`src/hw/smc_params.svh`:
```
// Register map, field positions, reset values and counts for the shared
// I2C mode configuration block. Included by the package and all modules except the bus model.
`ifndef SMC_PARAMS_SVH
`define SMC_PARAMS_SVH

`define SMC_ADR_W 8
`define SMC_CFG_OFS 8'h00
`define SMC_ISTAT_OFS 8'hF0
`define SMC_IMASK_OFS 8'hF4
`define SMC_TOVAL_OFS 8'hF8
`define SMC_MONDAT_OFS 8'hFC

`define SMC_CFG_W 5
`define SMC_CFG_CTL 0
`define SMC_CFG_TGT 1
`define SMC_CFG_MON 2
`define SMC_CFG_TO 3
`define SMC_CFG_STR 4
`define SMC_CFG_RST 5'h00

`define SMC_EV_W 4
`define SMC_EV_MDATA 0
`define SMC_EV_MOVR 1
`define SMC_EV_EVTO 2
`define SMC_EV_SCLTO 3
`define SMC_EV_RST 4'h0

`define SMC_TOVAL_W 16
`define SMC_TOVAL_RST 16'hFFFF
`define SMC_TO_DIV 4'hF
`define SMC_MON_BITS 4'h8

`endif

```
`src/hw/smc_pkg.sv`:
```
// Types for the shared I2C mode configuration block.
// Assumes smc_params.svh is on the include path.
`include "smc_params.svh"

package smc_pkg;

  typedef enum logic [1:0] {
    SMC_MON_IDLE = 2'b01,
    SMC_MON_RECV = 2'b10
  } smc_mon_state_e;

  typedef struct packed {
    smc_mon_state_e st;
    logic scl_p;
    logic sda_p;
    logic [3:0] cnt;
    logic [8:0] sh;
    logic [8:0] data;
    logic valid;
    logic ovr;
    logic str;
  } smc_mon_s;

  typedef struct packed {
    logic [3:0] div;
    logic scl_p;
    logic sda_p;
    logic busy;
    logic [`SMC_TOVAL_W-1:0] ecnt;
    logic [`SMC_TOVAL_W-1:0] scnt;
    logic eto;
    logic sto;
  } smc_to_s;

  typedef struct packed {
    logic [`SMC_CFG_W-1:0] cfg;
    logic [`SMC_EV_W-1:0] mask;
    logic [`SMC_EV_W-1:0] stat;
    logic [`SMC_TOVAL_W-1:0] toval;
    logic ack;
    logic [31:0] rdat;
    logic scl_s1;
    logic scl_s2;
    logic sda_s1;
    logic sda_s2;
  } smc_top_s;

endpackage

```
`src/hw/smc_monitor.sv`:
```
// Bus monitor: captures each byte plus its acknowledge bit from SCL/SDA.
// Assumes synchronised SCL/SDA and a reset that also covers disable.
`timescale 1ns/1ps
`default_nettype none
`include "smc_params.svh"

module smc_monitor
  import smc_pkg::*;
(
  input wire logic clk_i,
  input wire logic rst_i,
  input wire logic scl_i,
  input wire logic sda_i,
  input wire logic stretch_en_i,
  input wire logic rd_i,
  output logic valid_o,
  output logic [8:0] data_o,
  output logic ovr_o,
  output logic stretch_o
);

  smc_mon_s q, d;
  logic start_w, stop_w, rise_w;

  assign start_w = scl_i & q.scl_p & q.sda_p & ~sda_i;
  assign stop_w = scl_i & q.scl_p & ~q.sda_p & sda_i;
  assign rise_w = scl_i & ~q.scl_p;

  always_comb begin
    d = q;
    d.ovr = 1'b0;
    d.scl_p = scl_i;
    d.sda_p = sda_i;
    if (rd_i) begin
      d.valid = 1'b0;
    end
    case (q.st)
      SMC_MON_IDLE: begin
        if (start_w) begin
          d.st = SMC_MON_RECV;
          d.cnt = 4'h0;
        end
      end
      SMC_MON_RECV: begin
        if (stop_w) begin
          d.st = SMC_MON_IDLE;
        end else if (start_w) begin
          d.cnt = 4'h0;
        end else if (rise_w) begin
          d.sh = {q.sh[7:0], sda_i};
          if (q.cnt == `SMC_MON_BITS) begin
            d.cnt = 4'h0;
            // Without stretching an unread byte is simply overwritten
            d.ovr = q.valid & ~rd_i;
            d.data = {q.sh[7:0], sda_i};
            d.valid = 1'b1;
          end else begin
            d.cnt = q.cnt + 4'h1;
          end
        end
      end
      default: d.st = SMC_MON_IDLE;
    endcase
    // Hold SCL low once it is low and a byte waits to be read
    d.str = stretch_en_i & d.valid & ~scl_i;
  end

  always_ff @(posedge clk_i) begin
    if (rst_i) begin
      q <= '{st: SMC_MON_IDLE, scl_p: 1'b1, sda_p: 1'b1, default: '0};
    end else begin
      q <= d;
    end
  end

  assign valid_o = q.valid;
  assign data_o = q.data;
  assign ovr_o = q.ovr;
  assign stretch_o = q.str;

endmodule // smc_monitor
`default_nettype wire

```
`src/hw/smc_timeout.sv`:
```
// Bus time-out detection: event time-out and SCL-low time-out.
// Assumes synchronised SCL/SDA; reset is held while time-out is disabled.
`timescale 1ns/1ps
`default_nettype none
`include "smc_params.svh"

module smc_timeout
  import smc_pkg::*;
(
  input wire logic clk_i,
  input wire logic rst_i,
  input wire logic scl_i,
  input wire logic sda_i,
  input wire logic [`SMC_TOVAL_W-1:0] limit_i,
  output logic evt_to_o,
  output logic scl_to_o
);

  smc_to_s q, d;
  logic tick_w, edge_w;

  assign tick_w = (q.div == `SMC_TO_DIV);
  assign edge_w = (scl_i ^ q.scl_p) | (sda_i ^ q.sda_p);

  always_comb begin
    d = q;
    d.eto = 1'b0;
    d.sto = 1'b0;
    d.scl_p = scl_i;
    d.sda_p = sda_i;
    d.div = tick_w ? 4'h0 : q.div + 4'h1;
    if (q.scl_p & scl_i & (sda_i ^ q.sda_p)) begin
      d.busy = ~sda_i;
    end
    // No bus activity for too long while a transfer is open
    if (~q.busy | edge_w) begin
      d.ecnt = '0;
    end else if (tick_w) begin
      if (q.ecnt == limit_i) begin
        d.eto = 1'b1;
        d.ecnt = '0;
      end else begin
        d.ecnt = q.ecnt + 16'h0001;
      end
    end
    // SCL held low for too long
    if (scl_i) begin
      d.scnt = '0;
    end else if (tick_w) begin
      if (q.scnt == limit_i) begin
        d.sto = 1'b1;
        d.scnt = '0;
      end else begin
        d.scnt = q.scnt + 16'h0001;
      end
    end
  end

  always_ff @(posedge clk_i) begin
    if (rst_i) begin
      q <= '{scl_p: 1'b1, sda_p: 1'b1, default: '0};
    end else begin
      q <= d;
    end
  end

  assign evt_to_o = q.eto;
  assign scl_to_o = q.sto;

endmodule // smc_timeout
`default_nettype wire

```
`src/hw/smc_shared_cfg.sv`:
```
// Shared mode configuration of an I2C interface: Wishbone registers,
// per-function internal resets, monitor, time-out and interrupt.
// Assumes classic Wishbone on clk_i and an open-drain SCL/SDA outside.
//
// Local design decision: register access over Wishbone.
`timescale 1ns/1ps
`default_nettype none
`include "smc_params.svh"

module smc_shared_cfg
  import smc_pkg::*;
(
  input wire logic clk_i,
  input wire logic rst_i,
  input wire logic wb_cyc_i,
  input wire logic wb_stb_i,
  input wire logic wb_we_i,
  input wire logic [`SMC_ADR_W-1:0] wb_adr_i,
  input wire logic [3:0] wb_sel_i,
  input wire logic [31:0] wb_dat_i,
  output logic [31:0] wb_dat_o,
  output logic wb_ack_o,
  input wire logic scl_i,
  input wire logic sda_i,
  output logic scl_o,
  output logic scl_oe_o,
  output logic sda_o,
  output logic sda_oe_o,
  output logic ctl_func_rst_o,
  output logic tgt_func_rst_o,
  output logic irq_o
);

  smc_top_s q, d;

  logic req_w, wr_w, rd_w;
  logic mon_rst_w, to_rst_w;
  logic mon_valid_w, mon_ovr_w, mon_str_w, mon_rd_w;
  logic [8:0] mon_data_w;
  logic evt_to_w, scl_to_w;
  logic [`SMC_EV_W-1:0] ev_w;

  assign req_w = wb_cyc_i & wb_stb_i;
  // Writes and read side effects happen on the edge that carries ack
  assign wr_w = req_w & wb_we_i & q.ack;
  assign rd_w = req_w & ~wb_we_i & q.ack;

  // Function resets follow the stored enables directly
  assign ctl_func_rst_o = rst_i | ~q.cfg[`SMC_CFG_CTL];
  assign tgt_func_rst_o = rst_i | ~q.cfg[`SMC_CFG_TGT];
  assign mon_rst_w = rst_i | ~q.cfg[`SMC_CFG_MON];
  assign to_rst_w = rst_i | ~q.cfg[`SMC_CFG_TO];

  assign mon_rd_w = rd_w & (wb_adr_i == `SMC_MONDAT_OFS);

  smc_monitor u_monitor (
    .clk_i(clk_i),
    .rst_i(mon_rst_w),
    .scl_i(q.scl_s2),
    .sda_i(q.sda_s2),
    .stretch_en_i(q.cfg[`SMC_CFG_STR]),
    .rd_i(mon_rd_w),
    .valid_o(mon_valid_w),
    .data_o(mon_data_w),
    .ovr_o(mon_ovr_w),
    .stretch_o(mon_str_w)
  );

  smc_timeout u_timeout (
    .clk_i(clk_i),
    .rst_i(to_rst_w),
    .scl_i(q.scl_s2),
    .sda_i(q.sda_s2),
    .limit_i(q.toval),
    .evt_to_o(evt_to_w),
    .scl_to_o(scl_to_w)
  );

  always_comb begin
    ev_w = '0;
    ev_w[`SMC_EV_MDATA] = mon_valid_w;
    ev_w[`SMC_EV_MOVR] = mon_ovr_w;
    ev_w[`SMC_EV_EVTO] = evt_to_w;
    ev_w[`SMC_EV_SCLTO] = scl_to_w;
  end

  always_comb begin
    d = q;
    d.scl_s1 = scl_i;
    d.scl_s2 = q.scl_s1;
    d.sda_s1 = sda_i;
    d.sda_s2 = q.sda_s1;
    d.ack = req_w & ~q.ack;
    if (wr_w) begin
      case (wb_adr_i)
        `SMC_CFG_OFS: begin
          if (wb_sel_i[0]) begin
            d.cfg = wb_dat_i[`SMC_CFG_W-1:0];
          end
        end
        `SMC_ISTAT_OFS: begin
          if (wb_sel_i[0]) begin
            d.stat = q.stat & ~wb_dat_i[`SMC_EV_W-1:0];
          end
        end
        `SMC_IMASK_OFS: begin
          if (wb_sel_i[0]) begin
            d.mask = wb_dat_i[`SMC_EV_W-1:0];
          end
        end
        `SMC_TOVAL_OFS: begin
          if (wb_sel_i[0]) begin
            d.toval[7:0] = wb_dat_i[7:0];
          end
          if (wb_sel_i[1]) begin
            d.toval[15:8] = wb_dat_i[15:8];
          end
        end
        default: d.cfg = q.cfg;
      endcase
    end
    // Hardware set wins over a write-one clear in the same cycle
    d.stat = d.stat | ev_w;
    d.rdat = 32'h0000_0000;
    if (req_w & ~q.ack & ~wb_we_i) begin
      case (wb_adr_i)
        `SMC_CFG_OFS: d.rdat[`SMC_CFG_W-1:0] = q.cfg;
        `SMC_ISTAT_OFS: d.rdat[`SMC_EV_W-1:0] = q.stat;
        `SMC_IMASK_OFS: d.rdat[`SMC_EV_W-1:0] = q.mask;
        `SMC_TOVAL_OFS: d.rdat[`SMC_TOVAL_W-1:0] = q.toval;
        `SMC_MONDAT_OFS: d.rdat[8:0] = mon_data_w;
        default: d.rdat = 32'h0000_0000;
      endcase
    end
  end

  always_ff @(posedge clk_i) begin
    if (rst_i) begin
      q <= '{cfg: `SMC_CFG_RST, mask: `SMC_EV_RST, stat: `SMC_EV_RST,
             toval: `SMC_TOVAL_RST, scl_s1: 1'b1, scl_s2: 1'b1,
             sda_s1: 1'b1, sda_s2: 1'b1, default: '0};
    end else begin
      q <= d;
    end
  end

  assign wb_ack_o = q.ack;
  assign wb_dat_o = q.rdat;
  assign irq_o = |(q.stat & q.mask);
  // Open drain: SCL is only ever pulled low by the monitor stretch
  assign scl_o = 1'b0;
  assign scl_oe_o = mon_str_w;
  assign sda_o = 1'b0;
  assign sda_oe_o = 1'b0;
endmodule // smc_shared_cfg
`default_nettype wire

```
`config.mk`:
```
export PLATFORM = sky130hd
export DESIGN_NAME = smc_shared_cfg
export DESIGN_NICKNAME = d
export VERILOG_FILES = /design/src/hw/smc_pkg.sv /design/src/hw/smc_monitor.sv /design/src/hw/smc_timeout.sv /design/src/hw/smc_shared_cfg.sv
export VERILOG_INCLUDE_DIRS = /design/src /design/src/hw
export SDC_FILE = /design/constraint.sdc
export NUM_CORES = 1
export LEC_CHECK = 0
export BUFFER_PORTS_ARGS = -buffer_cell sky130_fd_sc_hd__buf_2
export CORE_AREA = 4 4 79 154
export DETAILED_ROUTE_END_ITERATION = 7
export DIE_AREA = 0 0 83 158
export GPL_TIMING_DRIVEN = 0
export PLACE_DENSITY = 0.74
export REMOVE_ABC_BUFFERS = 1
export SETUP_SLACK_MARGIN = 0.4
export SYNTH_ARGS = -nofsm -noshare
export SYNTH_HDL_FRONTEND = slang
export SYNTH_SLANG_ARGS = --single-unit
```
`constraint.sdc`:
```
create_clock -name clk_i -period 1.8 [get_ports clk_i]
set_input_delay 0.27 -clock clk_i [delete_from_list [all_inputs] [get_ports clk_i]]
set_output_delay 0.27 -clock clk_i [all_outputs]
set_load 0.05 [all_outputs]
```
; Word-level counts from Yosys, hierarchy flattened
; Cells that the tools add are included.
[totals]
reg_bits = 136
inputBits = 51
output_inout_bits = 40
word_cells = 144
[op_classes]
addsub = 4
eq_ne = 14
mux = 26
bitwise_logic = 51
n_reduce_logical = 19
[op_table]
columns = op, n
row1 = $mux W16, 3
row2 = $mux W24, 2
row3 = $mux W20, 2
row4 = $add A16 B1 Y16 const B, 2
row5 = $eq A16 B16 Y1, 2
row6 = $eq A8 B8 Y1 const B, 4
row7 = $mux W4, 5
row8 = $not A1 Y1, 20
row9 = $pmux W4 S5, 1
row10 = $and A1 B1 Y1, 19
row11 = $mux W8, 2
row12 = $pmux W4 S2, 2
row13 = $reduce_and A3 Y1, 4
row14 = $mux W11, 1
row15 = $reduce_or A3 Y1, 3
row16 = $add A4 B1 Y4 const B, 2
row17 = $and A4 B4 Y4, 2
row18 = $eq A4 B4 Y1 const B, 2
row19 = $logic_not A8 Y1, 1
row20 = $reduce_and A4 Y1, 2
row21 = $reduce_or A2 Y1, 4
row22 = $mux W2, 3
row23 = $or A1 B1 Y1, 6
row24 = $reduce_or A6 Y1, 1
row25 = 15 further kinds, 19

; Longest topological paths before layout
[logic_depth]
depth_word = 13
depth_mapped = 8
mapped_depth_nobuf = 6

; Hierarchy
; From an unflattened synthesis, not the netlist that was laid out.
[unflattened]
hier_cells = 632
hier_area_um2 = 5706.7
[modules_own_cells]
columns = mod, instances, cells_each, area_each_um2, seq_area_each_um2
row1 = smc_shared_cfg, 1, 256, 2392.3, 1001.0
row2 = smc_timeout, 1, 237, 2132.0, 820.8
row3 = smc_monitor, 1, 139, 1182.4, 560.5

; Least setup slack after synthesis
; No wires, ideal clock.
[synth_path]
path_type = register to register
start = reg q, in the netlist wb_ack_o
end = reg q[43] in the netlist's numbering
setup_time_ns = 0.120
arrival_ns = 1.850
required_time_ns = 1.680
setup_slack_ns = -0.170
path_stages_with_launch = 9
n_path_buf = 3
synth_period_minus_slack_ns = 1.970
path_cell_list = dfxtp_1 -> and4_1 -> and2_1 -> buf_4 -> and3_1 -> buf_4 -> buf_6 -> nor2b_1 -> a211o_1
[synth_between]
elab_chain_cells = 2
[synth_lines]
columns = item, line
row1 = "start, declared", smc_shared_cfg.sv:34  ; smc_top_s q, d;
row2 = "start signal, assigned", smc_shared_cfg.sv:139  ; q <= '{cfg: `SMC_CFG_RST, mask: `SMC_EV_RST, stat: `SMC_EV_RST,
row3 = $and A1 B1 Y1, smc_shared_cfg.sv:45  ; assign wr_w = req_w & wb_we_i & q.ack;
row4 = $reduce_and A3 Y1 (no line), n/a
; Every way passes these cells.
; A chain may end at the register's enable or synchronous reset.

; Worst setup path in the final report
[layout_path]
start = reg q[51] in the netlist's numbering
end = reg u_timeout.q[25] in the netlist's numbering
[layout_between]
elab_chain_cells = 2
[layout_lines]
columns = item, line
row1 = $eq A16 B16 Y1, smc_timeout.sv:39  ; if (q.ecnt == limit_i) begin
row2 = $mux W16, smc_timeout.sv:39
row3 = "end signal, assigned", smc_timeout.sv:61  ; q <= '{scl_p: 1'b1, sda_p: 1'b1, default: '0};
row4 = "end signal, assigned", smc_timeout.sv:63  ; q <= d;
row5 = "end, declared", smc_timeout.sv:19  ; smc_to_s q, d;
; Every way passes these cells.

==> impl_summary.txt <==
----------------------------------------------------
[Outcome]
  Result of the run ... complete, no violations

[Timing]
  Clock Skews ... 5.471 ps
  Peak clock frequency supported by timing ... 590.0 MHz
  Final Max Slew Viols ... 0
  Tmin final ... 1695 ps
  Max transition margin ... 47.17%
  Final Hold Slack ... 40.90 ps
  Finish-stage setup viols ... 0
  Final cycle utilization of the critical path ... 94.15%
  Pin slew with the least headroom to its limit ... 792.5 ps
  Setup TNS ... 0 ps
  RSZ-0062 raised after global routing ... true
  Final hold violation count ... 0

[Layout]
  Non-Filler Instances ... 810
  Fraction of layout cells with a size suffix above 1 ... 30.30%
  Final Util ... 62.40%
  Number of diodes ... 0
  Area growth syn-to-layout ... 24.92%
  Final design area excluding fillers ... 6830 um2
  Layout filler cell count ... 842
  Final Net Count ... 715

[Floorplan]
  Initial Utilization ... 49.95%
  Width of the die ... 83 um
  Cell Rows ... 54
  Ports ... 91
  Core area ... 10950 um2
  Die outline area ... 13110 um2
  Die Y ... 158 um

[Global routing]
  Overall global routing resource usage ... 20.58%
  Number of antenna violations at the first check in global routing ... 0
  Largest net degree at the start of global routing ... 42
  Grt ovf ... 0
  First-pass GRT wire length ... 21270 um
  Number of global-route vias before repair ... 4412

[Synthesis]
  Post-synth top area share ... 43.57%
  Distinct cell type count after synthesis ... 54
  Dominant cell by count in the synthesized netlist ... dfxtp_1
  Share of the yosys chip area belonging to registers ... 43.57%
  Number of synthesized register bits ... 119
  Gate count of the mapped netlist ... 586
  Synthesized area ... 5468 um2
  Share of flip-flops with an asynchronous set or reset after synthesis ... 0%
  Main flop type after synthesis ... dfxtp_1
  Mean Syn Cell Area ... 9.331 um2
  Commonest cells in the netlist ... dfxtp_1 (119), nor2_1 (75), xor2_1 (48)
  Yosys synthesis warning count ... 0
  Main area contributors after synthesis ... dfxtp_1 (44%), xor2_1 (7.7%), buf_4 (5.4%)
  Number of flops mapped to enable cells by yosys ... 0
  Library cell with the largest summed area after synthesis ... dfxtp_1

[CTS]
  Max H-tree Level ... 4
  Number of clock sinks seen by CTS ... 119
  Insertion delay to the later sink of the worst-skew pair ... 410 ps
  Clock slew at the register clock pins of the worst setup and hold paths ... 50 ps
  TritonCTS clock tree ... yes
  Maximum number of buffers from clock root to sink ... 2
  Hold-fix buffers, CTS ... 0
  Cell at the root of the clock tree ... clkbuf_16
  CTS buffer count ... 17

[Worst setup path]
  Crit-path cells ... xor2_1, nor4_1, nand4_1, o31ai_4, buf_12, nor2_1
  R2r worst-path depth ... 6
  R2r setup slk ... 110 ps
  Critical Path Fanout Max ... 16
  Startpoint Class ... flip-flop
  Crit path kind ... reg -> reg
  Nature of the critical path endpoint ... flip-flop
  Category of cells accounting for the largest share of critical-path delay ... simple AND/OR/NAND/NOR gates
  Data arrival at the endpoint of the critical path ... 1990 ps
  Required @ worst endpoint ... 2100 ps
  Worst setup path startpoint ... q[51]$_SDFFE_PP1P_
  Worst path buffer plus inverter count ... 1
  Endpoint of the worst register-to-register path ... u_timeout.q[25]$_SDFFE_PP0N_
  Launch point of the worst reg-to-reg path ... q[51]$_SDFFE_PP1P_
  Crit path largest cell delay ... 440 ps
  Slowest cell on the critical path ... dfxtp_1

[Power]
  Static power due to leakage ... 2.625 nW
  Worst IR Drop VDD ... 760.6 uV
  Portion of total power attributed to sequential cells ... 42.4%
  Combinational Power Share ... 3.5%
  Clock power frac ... 54.1%
  Power Dens Cells ... 911.8 nW/um2
  Internal power component ... 0.004893 W
  Switching pwr ... 0.001335 W
  Switching power as a share of total power ... 21.44%

[Place]
  Placed insts ... 739
  Weighted congestion reported at the end of routability-driven placement ... 0.9106
  Count of port buffers added during placement ... 53
  Placed Area ... 5570 um2
  Detailed-placement wirelength estimate ... 9527 um

[Drt]
  Mean routed wirelength per cell ... 18.03 um
  Antenna Nets Post-Route ... 0
  Post-detailed-routing wire length ... 14600 um
  Routed vias ... 4503
  Highest routed layer ... met4
  Number of DRC markers in iteration 0 ... 298
  Routed via count divided by cell count ... 5.559
  Wire length on met3 ... 584 um
  1st-pass router iterations ... 6
  Met2 Routed Length ... 8264 um
  Wl on met1 ... 4771 um
  DRC viols ... 0

[Worst hold path]
  Min-delay src ... sda_i
  Hold Path Cell Cnt ... 2
  Path class of the lowest-slack min-delay path ... in -> reg
  Worst Hold Endpoint ... d[0]$_SDFF_PP1_

[Flow run]
  Max-cap viol count ... 0

----------------------------------------------------
cells by family (layout without fill, tap and decap cells):
kind of cell	count (synthesis)	in the layout	synth area share, %
simple gates	242	244	23.46
flops	119	119	43.57
compound gates	67	67	9.382
xor+xnor	65	65	10.41
buf+inv	65	129	7.895
mux	21	21	3.844
fa+ha+maj	6	6	1.373
other cells	1	19	0.06858
per-layer routing:
layer / vias to the layer above / track usage [%]
li1: 2102 / -
met1: 2167 / 17.28
met2: 163 / 41.04
met3: 71 / 5.052
met4: 0 / 14.34
met5: - / 0
cell type report:
cell class / count / area (um2) / area share [%]
multi-input combinational: 422 / 2963 / 43.38
sequential: 119 / 2427 / 35.54
timing repair buffer: 91 / 644.4 / 9.434
clock buffer: 24 / 501.7 / 7.346
tap: 140 / 175.2 / 2.565
clock inverter: 7 / 92.59 / 1.356
inverter: 7 / 26.28 / 0.3847
cells in the final DEF (no fill, tap or decap), types with 19 or more instances in the layout:
cell     count
buf_2       50
buf_4       30
conb_1      19
dfxtp_1     95
mux2i_1     20
nand2_1     42
nor2_1      72
xor2_1      47
sequential cells by signal (all words and copies together) (netlist names):
signal,flops
u_timeout.q,39
q,31
u_monitor.q,16
wb_dat_o,16
u_monitor.data_o,9
d,2
u_monitor.ovr_o,1
u_monitor.stretch_o,1
u_monitor.valid_o,1
u_timeout.evt_to_o,1
u_timeout.scl_to_o,1
wb_ack_o,1
repair_timing:
action / 4_1_cts / 5_1_grt
resized for setup: 52 / 39
pin swaps: 15 / 28
cloned: 2 / 1
buffers inserted: 25 / 12
setup endpoints to repair: 92 / 78
worst max path at each step:
stage	endpoint	slack (ps)	depth (start not counted)
after global placement	u_monitor.data_o[0]$_SDFFE_PP0P_	-280	5
final	u_timeout.q[25]$_SDFFE_PP0N_	110	6
after floorplan	q[37]$_SDFFE_PP1P_	-250	5
after global routing	u_timeout.q[33]$_SDFFE_PP0N_	10	6
after CTS	u_timeout.q[32]$_SDFFE_PP0N_	80	5
after detailed placement	q[44]$_SDFFE_PP1P_	-320	5
through the flow:
step                      setup WS, ps  power (W)
final                            105.2   0.006228
after global routing             14.32   0.006398
after CTS                        84.73   0.006246
after detailed placement        -321.5   0.002903
after global placement          -278.9   0.002901
after floorplan                 -248.7   0.002824
power by group through the flow:
stage / combinational [W] / sequential, W / clock (W)
after floorplan: 0.000120 / 0.00270 / 0
after detailed placement: 0.000199 / 0.00270 / 0
after global placement: 0.000197 / 0.00270 / 0
final: 0.000218 / 0.00264 / 0.00337
after CTS: 0.000206 / 0.00265 / 0.00339
after global routing: 0.000227 / 0.00264 / 0.00353
Power figures use the tool's default switching activity.
